===== src/inc/eprom_seq_defines.svh =====
// Purpose: Constants for the target memory program/read sequencer
// Assumes: 200 MHz clk, Avalon-MM register map in byte addresses
`ifndef EPROM_SEQ_DEFINES_SVH
`define EPROM_SEQ_DEFINES_SVH
`define REG_CTRL 2'h0
`define REG_STATUS 2'h1
`define REG_READBACK 2'h2
`define REG_ADDR 2'h3
`define CTRL_GO_READ 0
`define CTRL_GO_BURN_PULSE_PIN 1
`define CTRL_RET_GATE 2
`define CLK_PERIOD_NS 5
`define T_VERIFY_NS 10000
`define T_RESET_NS 1000
`define T_SETUP_NS 500
`define T_BURN_MS 50
`define T_INS_WINDOW_US 1000
`define VERIFY_CYC ((`T_VERIFY_NS + `CLK_PERIOD_NS - 1) / `CLK_PERIOD_NS)
`define RESET_CYC ((`T_RESET_NS + `CLK_PERIOD_NS - 1) / `CLK_PERIOD_NS)
`define SETUP_CYC ((`T_SETUP_NS + `CLK_PERIOD_NS - 1) / `CLK_PERIOD_NS)
`define BURN_CYC (`T_BURN_MS * 1000000 / `CLK_PERIOD_NS)
`define INS_WINDOW_CYC (`T_INS_WINDOW_US * 1000 / `CLK_PERIOD_NS)
`define INS_COUNT_BITS 5
`define MAX_ADDR 1023
`endif


===== src/inc/eprom_seq_pkg.sv =====
// Purpose: Types for the target memory program/read sequencer
// Assumes: Constants come from eprom_seq_defines.svh
// Notes: States are binary coded
package eprom_seq_pkg;
  typedef enum logic [3:0] {
    ST_IDLE = 4'h0,
    ST_PART_RESET = 4'h1,
    ST_INS_WAIT = 4'h2,
    ST_ADDR_SET = 4'h3,
    ST_ADDR_LATCH = 4'h4,
    ST_ADDR_HOLD = 4'h5,
    ST_DATA_SET = 4'h6,
    ST_BURN = 4'h7,
    ST_BOOST_OFF = 4'h8,
    ST_VERIFY = 4'h9,
    ST_FINISH = 4'hA
  } seq_state_e;
  typedef logic [23:0] timer_t;
endpackage


===== src/hdl/eprom_seq.sv =====
// Purpose: Program/read sequencer for a 1024 x 8 socketed target memory part
// Assumes: All pin inputs synchronous to clk; Avalon-MM register slave
// Notes: Long counts are parameters so a bench can shorten them
`timescale 1ns/1ps
`default_nettype none
`include "eprom_seq_defines.svh"
module eprom_seq
#(
  parameter int unsigned BURN_CYCLES = `BURN_CYC,
  parameter int unsigned INS_WINDOW_CYCLES = `INS_WINDOW_CYC
)
(
  input wire logic clk,
  input wire logic reset_n,
  input wire logic [3:0] avs_address,
  input wire logic avs_read,
  input wire logic avs_write,
  input wire logic [31:0] avs_writedata,
  input wire logic [3:0] avs_byteenable,
  output logic [31:0] avs_readdata,
  output logic avs_waitrequest,
  input wire logic [11:0] target_addr,
  input wire logic [7:0] write_byte,
  output logic [7:0] returned_byte,
  output logic returned_byte_oe,
  output logic range_fault_n,
  output logic insertion_fault,
  input wire logic [7:0] part_data_pins_in,
  output logic [7:0] part_data_pins_out,
  output logic part_data_pins_oe,
  output logic [1:0] upper_addr_port,
  output logic mode_direction_control,
  output logic part_reset_pulse_n,
  output logic ext_address_pin,
  output logic burn_pulse_pin,
  output logic supply_boost,
  input wire logic hv_present,
  input wire logic fetch_strobe
);
  import eprom_seq_pkg::*;

  // ------------------------------------------------------------
  // Constants
  // ------------------------------------------------------------
  localparam timer_t VERIFY_T = timer_t'(`VERIFY_CYC);
  localparam timer_t RESET_T = timer_t'(`RESET_CYC);
  localparam timer_t SETUP_T = timer_t'(`SETUP_CYC);
  localparam timer_t BURN_T = timer_t'(BURN_CYCLES);
  localparam timer_t INS_T = timer_t'(INS_WINDOW_CYCLES);
  localparam int CB = `INS_COUNT_BITS;

  // ------------------------------------------------------------
  // State
  // ------------------------------------------------------------
  typedef struct packed {
    seq_state_e st;
    timer_t tmr;
    logic op_burn_pulse_pin;
    logic retried;
    logic ack;
    logic [31:0] rdata;
    logic busy;
    logic done;
    logic ok;
    logic rng_err;
    logic ins_err;
    logic hv_err;
    logic vfy_err;
    logic [7:0] rb_inv;
    logic ret_gate;
    logic [CB-1:0] fcnt;
    logic strobe_prev;
    logic route_n;
    logic [7:0] pd_out;
    logic pd_oe;
    logic [1:0] upper;
    logic mode_dir;
    logic part_rst_n;
    logic ext_addr;
    logic burn;
    logic boost;
    logic range_n;
  } seq_s;

  seq_s q;
  seq_s d;

  logic [1:0] reg_sel;
  logic wr_ctrl;
  logic strobe_rise;
  logic addr_bad;
  logic tmr_zero;
  logic [7:0] readback_true;

  assign reg_sel = avs_address[3:2];
  assign wr_ctrl = avs_write && q.ack && reg_sel == `REG_CTRL &&
    avs_byteenable[0];
  assign strobe_rise = fetch_strobe && !q.strobe_prev;
  assign addr_bad = target_addr[11] | target_addr[10];
  assign tmr_zero = q.tmr == timer_t'(0);
  assign readback_true = ~q.rb_inv;

  // ------------------------------------------------------------
  // Next state
  // ------------------------------------------------------------
  always_comb
  begin
    d = q;
    d.strobe_prev = fetch_strobe;
    d.range_n = !addr_bad;
    if (!tmr_zero)
    begin
      d.tmr = q.tmr - timer_t'(1);
    end

    // Bus slave: one wait cycle, answer on the second edge
    d.ack = (avs_read || avs_write) && !q.ack;
    if ((avs_read || avs_write) && !q.ack)
    begin
      d.rdata = 32'h0000_0000;
      unique case (reg_sel)
        `REG_CTRL:
        begin
          d.rdata[`CTRL_RET_GATE] = q.ret_gate;
        end
        `REG_STATUS:
        begin
          d.rdata = {24'h00_0000, !q.range_n, q.vfy_err, q.hv_err,
            q.ins_err, q.rng_err, q.ok, q.done, q.busy};
        end
        `REG_READBACK:
        begin
          d.rdata = {24'h00_0000, readback_true};
        end
        `REG_ADDR:
        begin
          d.rdata = {20'h0_0000, target_addr};
        end
      endcase
    end

    // Control register: gate level and operation requests
    if (wr_ctrl)
    begin
      d.ret_gate = avs_writedata[`CTRL_RET_GATE];
    end

    unique case (q.st)
      ST_IDLE:
      begin
        if (wr_ctrl && (avs_writedata[`CTRL_GO_READ] ||
          avs_writedata[`CTRL_GO_BURN_PULSE_PIN]))
        begin
          d.op_burn_pulse_pin = avs_writedata[`CTRL_GO_BURN_PULSE_PIN];
          d.retried = 1'b0;
          d.busy = 1'b1;
          d.done = 1'b0;
          d.ok = 1'b0;
          d.rng_err = 1'b0;
          d.ins_err = 1'b0;
          d.hv_err = 1'b0;
          d.vfy_err = 1'b0;
          if (addr_bad)
          begin
            d.rng_err = 1'b1;
            d.st = ST_FINISH;
          end
          else if (avs_writedata[`CTRL_GO_BURN_PULSE_PIN] && !hv_present)
          begin
            d.hv_err = 1'b1;
            d.st = ST_FINISH;
          end
          else
          begin
            // Reset target and zero the fetch counter together
            d.part_rst_n = 1'b0;
            d.fcnt = '0;
            d.tmr = RESET_T;
            d.st = ST_PART_RESET;
          end
        end
      end

      ST_PART_RESET:
      begin
        if (tmr_zero)
        begin
          d.part_rst_n = 1'b1;
          d.tmr = INS_T;
          d.st = ST_INS_WAIT;
        end
      end

      ST_INS_WAIT:
      begin
        if (strobe_rise && !q.fcnt[CB-1])
        begin
          d.fcnt = q.fcnt + CB'(1);
        end
        if (tmr_zero)
        begin
          if (!q.fcnt[CB-1])
          begin
            d.ins_err = 1'b1;
            d.st = ST_FINISH;
          end
          else
          begin
            // Address phase: ext-address up, address on the pins
            d.ext_addr = 1'b1;
            d.route_n = 1'b0;
            d.pd_out = target_addr[7:0];
            d.upper = target_addr[9:8];
            d.mode_dir = 1'b0;
            d.pd_oe = 1'b1;
            d.tmr = SETUP_T;
            d.st = ST_ADDR_SET;
          end
        end
      end

      ST_ADDR_SET:
      begin
        if (tmr_zero)
        begin
          d.part_rst_n = 1'b0; // latch pulse
          d.tmr = RESET_T;
          d.st = ST_ADDR_LATCH;
        end
      end

      ST_ADDR_LATCH:
      begin
        if (tmr_zero)
        begin
          d.part_rst_n = 1'b1;
          d.tmr = SETUP_T;
          d.st = ST_ADDR_HOLD;
        end
      end

      ST_ADDR_HOLD:
      begin
        if (tmr_zero)
        begin
          if (q.op_burn_pulse_pin)
          begin
            d.route_n = 1'b1;
            d.pd_out = write_byte;
            d.boost = 1'b1;
            d.tmr = SETUP_T;
            d.st = ST_DATA_SET;
          end
          else
          begin
            d.pd_oe = 1'b0;
            d.mode_dir = 1'b1;
            d.tmr = VERIFY_T;
            d.st = ST_VERIFY;
          end
        end
      end

      ST_DATA_SET:
      begin
        if (tmr_zero)
        begin
          // All eight bits burned in one pulse
          d.burn = 1'b1;
          d.tmr = BURN_T;
          d.st = ST_BURN;
        end
      end

      ST_BURN:
      begin
        if (tmr_zero)
        begin
          d.burn = 1'b0;
          d.boost = 1'b0;
          d.tmr = SETUP_T;
          d.st = ST_BOOST_OFF;
        end
      end

      ST_BOOST_OFF:
      begin
        if (tmr_zero)
        begin
          d.pd_oe = 1'b0;
          d.mode_dir = 1'b1;
          d.tmr = VERIFY_T;
          d.st = ST_VERIFY;
        end
      end

      ST_VERIFY:
      begin
        if (tmr_zero)
        begin
          d.rb_inv = ~part_data_pins_in;
          if (!q.op_burn_pulse_pin)
          begin
            d.ok = 1'b1;
            d.st = ST_FINISH;
          end
          else if (part_data_pins_in == write_byte)
          begin
            // Zeros left unburned read back as zeros
            d.ok = 1'b1;
            d.st = ST_FINISH;
          end
          else if (!q.retried)
          begin
            d.retried = 1'b1;
            d.mode_dir = 1'b0;
            d.pd_oe = 1'b1;
            d.boost = 1'b1;
            d.tmr = SETUP_T;
            d.st = ST_DATA_SET;
          end
          else
          begin
            d.vfy_err = 1'b1;
            d.st = ST_FINISH;
          end
        end
      end

      ST_FINISH:
      begin
        d.ext_addr = 1'b0;
        d.burn = 1'b0;
        d.boost = 1'b0;
        d.pd_oe = 1'b0;
        d.mode_dir = 1'b1;
        d.route_n = 1'b0;
        d.part_rst_n = 1'b1;
        d.busy = 1'b0;
        d.done = 1'b1;
        d.st = ST_IDLE;
      end

      default:
      begin
        d.st = ST_IDLE;
      end
    endcase
  end

  // ------------------------------------------------------------
  // Registers
  // ------------------------------------------------------------
  always_ff @(posedge clk)
  begin
    if (!reset_n)
    begin
      q <= '0;
      q.st <= ST_IDLE;
      q.mode_dir <= 1'b1;
      q.part_rst_n <= 1'b1;
      q.range_n <= 1'b1;
      q.rb_inv <= 8'hFF;
    end
    else
    begin
      q <= d;
    end
  end

  // ------------------------------------------------------------
  // Outputs
  // ------------------------------------------------------------
  assign avs_waitrequest = (avs_read || avs_write) && !q.ack;
  assign avs_readdata = q.rdata;
  assign returned_byte = q.ret_gate ? q.rb_inv : 8'h00;
  assign returned_byte_oe = q.ret_gate;
  assign range_fault_n = q.range_n;
  assign insertion_fault = q.ins_err;
  assign part_data_pins_out = q.pd_out;
  assign part_data_pins_oe = q.pd_oe;
  assign upper_addr_port = q.upper;
  assign mode_direction_control = q.mode_dir;
  assign part_reset_pulse_n = q.part_rst_n;
  assign ext_address_pin = q.ext_addr;
  assign burn_pulse_pin = q.burn;
  assign supply_boost = q.boost;
endmodule
`default_nettype wire


===== config.mk =====
export PLATFORM = sky130hd
export DESIGN_NAME = eprom_seq
export DESIGN_NICKNAME = d
export VERILOG_FILES = /design/src/inc/eprom_seq_pkg.sv /design/src/hdl/eprom_seq.sv
export VERILOG_INCLUDE_DIRS = /design/src /design/src/inc
export SDC_FILE = /design/constraint.sdc
export NUM_CORES = 1
export LEC_CHECK = 0
export ABC_AREA = 1
export BUFFER_PORTS_ARGS = -buffer_cell sky130_fd_sc_hd__buf_2
export CORE_UTILIZATION = 45
export DETAILED_ROUTE_END_ITERATION = 12
export HOLD_SLACK_MARGIN = 0.06
export PLACE_DENSITY_LB_ADDON = 0.1
export RECOVER_POWER = 50
export REMOVE_ABC_BUFFERS = 1
export SETUP_SLACK_MARGIN = 0.4
export SYNTH_ARGS = -nofsm -noshare
export SYNTH_HDL_FRONTEND = slang
export SYNTH_SLANG_ARGS = --single-unit

===== constraint.sdc =====
create_clock -name clk -period 2.5 [get_ports clk]
set_input_delay 0.125 -clock clk [delete_from_list [all_inputs] [get_ports clk]]
set_output_delay 0.125 -clock clk [all_outputs]
set_load 0.02 [all_outputs]

==> out/metrics.cfg <==
[run_status]
status=complete, no violations

[worst_hold_path]
hp_class=in -> reg

[cts]
clk_pin_slew_ns=0.06
clock_tree_root_driver_cell=sky130_fd_sc_hd__clkbuf_16
clock_insertion_delay_worst_skew_ns=0.34
cts_num_sinks=82
ctsLongestPathBuffers=2
cts_max_level=3
tritoncts=built
cts-buffers-inserted=9

[worst_setup_path]
critical_path.max_fanout=13
crit_buf_inv=4
criticalPathCategory=reg -> out
critical_path.cell_chain=inv_1 > o21ai_0 > clkbuf_1 > clkinv_1 > buf_2
worst-endpoint-arrival_ns=1.94
timing.reg2reg.setup_slack_ns=0.47
worst-endpoint-required_ns=2.38
cpLargestDelayFamily=buffers and inverters
worst_setup_path_end_kind=output port
critical-path-slowest-cell=sky130_fd_sc_hd__clkbuf_1
setup.worst_path.start_class=register
critPathMaxStageDelay_ns=0.47

[logic_synthesis]
cell_area_after_technology_mapping_um2=5329
ys_warns=0
synth_enable_flop_cells=0
most_common_flop_cell_mapped_by_yosys=sky130_fd_sc_hd__dfxtp_1
synthCells=820
yosysSeqAreaShare_pct=30.81
synth_cell_types=47
synth_area_per_cell_um2=6.499
synth.ff_latch_count=82
synthArstFlopShare_pct=0

[sta]
achievable-frequency_ghz=0.4853
fin_crit_sh_pct=82.42
finalHoldWorstSlack_ns=0.08799
totalNegativeSetupSlack_ns=0
rsz0062_at_grt=yes
clock-skew-final_ns=0.005860
timing.final.hold_violations=0
tightestPinTransition_ns=1.129
finalWorstPathRequiredPeriod_ns=2.060
report.final.setup_viol=0
worst_slew_margin_rel_pct=24.75
report.final.slew_viol_count=0

[place]
gp_congestion=0.9304
hpwlAfterDp_mm=12.40
io_buffers=79

[grt]
first_pass_grt_wire_length_mm=26.58
grtUsageTotal_pct=27.18
vias_in_the_first_global_route=5275
grt_max_degree=48
leftover_overflow_at_the_end_of_global_routing=0
grt_antenna_before_repair=0

[power]
p_int_mw=3.449
power.combinational.fraction_pct=52.2
maximum_vdd_drop_mv=1.020
power.density_cell_area_nw_per_um2=959.3
power.switching_fraction_pct=44.10
power.net_switching_mw=2.721
leakage_nw=3.104
p_clk_share_pct=20.5
share_seq_of_total_power_pct=27.2

[drt]
drtIter0Drc=407
avgViaCountPerCell=5.251
drt_pre_antenna_iters=5
finalWirelength_mm=16.66
post_drt_wl_per_cell_um=15.45
dr_total_vias=5661
ant_nets=0
detail_route.drc_violations=0

[layout]
finish.net_count=1008
drive_gt1_share_pct=18.93
syn2layout_area_growth_pct=20.71
fillerInstances=1154
antenna-diode-count=0

[die]
fp.coreArea_um2=11470
die_area_um2=12280
boundaryPins=134
floorplan.rows=39
initial_utilization_pct=46.47
floorplan.die.height_um=110.8
die_w_um=110.8

[job]
max_cap_violations=0

[cell usage after synthesis, types with 5 or more instances]
cell type / count / share of area, %
sky130_fd_sc_hd__a31oi_1: 8 / 0.94
sky130_fd_sc_hd__nand4_1: 12 / 1.4
sky130_fd_sc_hd__nor2_4: 9 / 1.9
sky130_fd_sc_hd__o21ai_0: 45 / 4.2
sky130_fd_sc_hd__inv_1: 98 / 6.9
sky130_fd_sc_hd__inv_2: 6 / 0.42
sky130_fd_sc_hd__o22ai_1: 5 / 0.59
sky130_fd_sc_hd__nor2_2: 10 / 1.2
sky130_fd_sc_hd__xor2_1: 14 / 2.3
sky130_fd_sc_hd__a21oi_1: 43 / 4.0
sky130_fd_sc_hd__o21ai_2: 5 / 0.82
sky130_fd_sc_hd__nand2_2: 6 / 0.70
sky130_fd_sc_hd__nand2_1: 183 / 13
sky130_fd_sc_hd__nor2_1: 116 / 8.2
sky130_fd_sc_hd__buf_4: 42 / 5.9
sky130_fd_sc_hd__nand3b_1: 5 / 0.70
sky130_fd_sc_hd__o211ai_1: 13 / 1.8
sky130_fd_sc_hd__clkbuf_1: 11 / 0.77
sky130_fd_sc_hd__nor3_1: 10 / 0.94
sky130_fd_sc_hd__nand3_1: 50 / 4.7
sky130_fd_sc_hd__dfxtp_1: 82 / 31
[kinds of logic (layout without fill, tap and decap cells)]
family	count (synthesis)	after routing	share of synthesized area (%)
and+or+nand+nor	414	415	35.01
adders and majority gates	4	4	0.9392
other	1	20	0.07037
AOI/OAI and AO/OA	138	138	15.43
xor gates and xnor gates	18	18	2.958
buffers and inverters	163	258	14.79
DFF	82	82	30.81
[worst paths after layout]
| kind | endpoint | depth (start not counted) | start |
|---|---|---|---|
| max | avs_waitrequest | 5 | q[72] |
| min reg2reg | supply_boost | 2 | supply_boost |
| max reg2reg | q[77] | 11 | q[75] |
| min | q[74] | 3 | avs_writedata[1] |
[final cells by class]
class	instances	area [um2]	share of cell area (%)
inverter	105	394.1	6.127
tap	143	178.9	2.782
timing repair buffer	137	804.5	12.51
clock inverter	4	26.28	0.4085
clock buffer	12	256.5	3.988
multi-input combinational	595	3131	48.67
sequential	82	1642	25.52
[flip-flops by register name, indices dropped and copies added, names as in the netlist]
signal and flops:
q 51, insertion_fault 1, part_reset_pulse_n 1, upper_addr_port 2
part_data_pins_oe 1, ext_address_pin 1, avs_readdata 12, supply_boost 1
mode_direction_control 1, returned_byte_oe 1, range_fault_n 1, burn_pulse_pin 1
part_data_pins_out 8
[power groups by stage]
stage	Clock [mW]	Sequential, mW	Combinational, mW
after global placement	0	1.68	2.70
after floorplan	0	1.65	2.06
final	1.27	1.68	3.22
after CTS	1.29	1.66	2.87
after global routing	1.34	1.70	3.59
after detailed placement	0	1.68	2.75
[metal layers]
layer / vias to the layer above / part of all wire, % / track usage [%]
met2: 171 / 49 / 46.54
li1: 2809 / - / -
met3: 22 / 5.1 / 5.850
met4: 0 / 1.8 / 8.267
met5: - / 0 / 0
met1: 2659 / 45 / 34.01
[worst register-to-register path, cell delays in order, from the launching register on]
cell                       delay, ns
sky130_fd_sc_hd__dfxtp_1        0.34
sky130_fd_sc_hd__inv_2          0.09
sky130_fd_sc_hd__ha_4           0.15
sky130_fd_sc_hd__nand3_1        0.09
sky130_fd_sc_hd__nor2_2         0.14
sky130_fd_sc_hd__nand3b_1       0.19
sky130_fd_sc_hd__buf_4          0.24
sky130_fd_sc_hd__nor2_1         0.18
sky130_fd_sc_hd__nand2_2        0.14
sky130_fd_sc_hd__nand2_1        0.15
sky130_fd_sc_hd__nor2_1         0.10
sky130_fd_sc_hd__a21oi_1        0.15
[layout by cell type, fill, tap and decap left out, types with 9 or more instances in the layout]
| cell | count |
|---|---|
| sky130_fd_sc_hd__nand2_1 | 174 |
| sky130_fd_sc_hd__nor2_1 | 102 |
| sky130_fd_sc_hd__inv_1 | 96 |
| sky130_fd_sc_hd__dfxtp_1 | 82 |
| sky130_fd_sc_hd__nand3_1 | 48 |
| sky130_fd_sc_hd__o21ai_0 | 43 |
| sky130_fd_sc_hd__a21oi_1 | 43 |
| sky130_fd_sc_hd__clkbuf_1 | 43 |
| sky130_fd_sc_hd__buf_2 | 41 |
| sky130_fd_sc_hd__buf_4 | 38 |
| sky130_fd_sc_hd__conb_1 | 20 |
| sky130_fd_sc_hd__nor2_2 | 17 |
| sky130_fd_sc_hd__nor2_4 | 16 |
| sky130_fd_sc_hd__nand2_2 | 14 |
| sky130_fd_sc_hd__xor2_1 | 14 |
| sky130_fd_sc_hd__dlygate4sd3_1 | 14 |
| sky130_fd_sc_hd__o211ai_1 | 13 |
| sky130_fd_sc_hd__nand4_1 | 12 |
| sky130_fd_sc_hd__clkbuf_16 | 9 |
[per-stage QoR]
stage	setup slack (ns)	instance area, um2	cells	power, mW	utilization, %
3_3_place_gp	0.3095	5731	1023	4.383	49.97
5_1_grt	0.2537	6432	1078	6.629	56.09
3_5_place_dp	0.2506	5731	1023	4.430	49.97
2_1_floorplan	0.4988	5006	781	3.717	-
6_report	0.4396	6432	1078	6.171	56.09
4_1_cts	0.3986	6222	1061	5.816	54.26
[what timing repair did]
action	CTS	global route
setup buffers	8	15
pin swaps	2	15
resized for setup	2	43
cloned	0	2
hold buffers	14	0
hold endpoints to repair	15	0
endpoints found under the setup margin	21	42
Power figures use the tool's default switching activity.
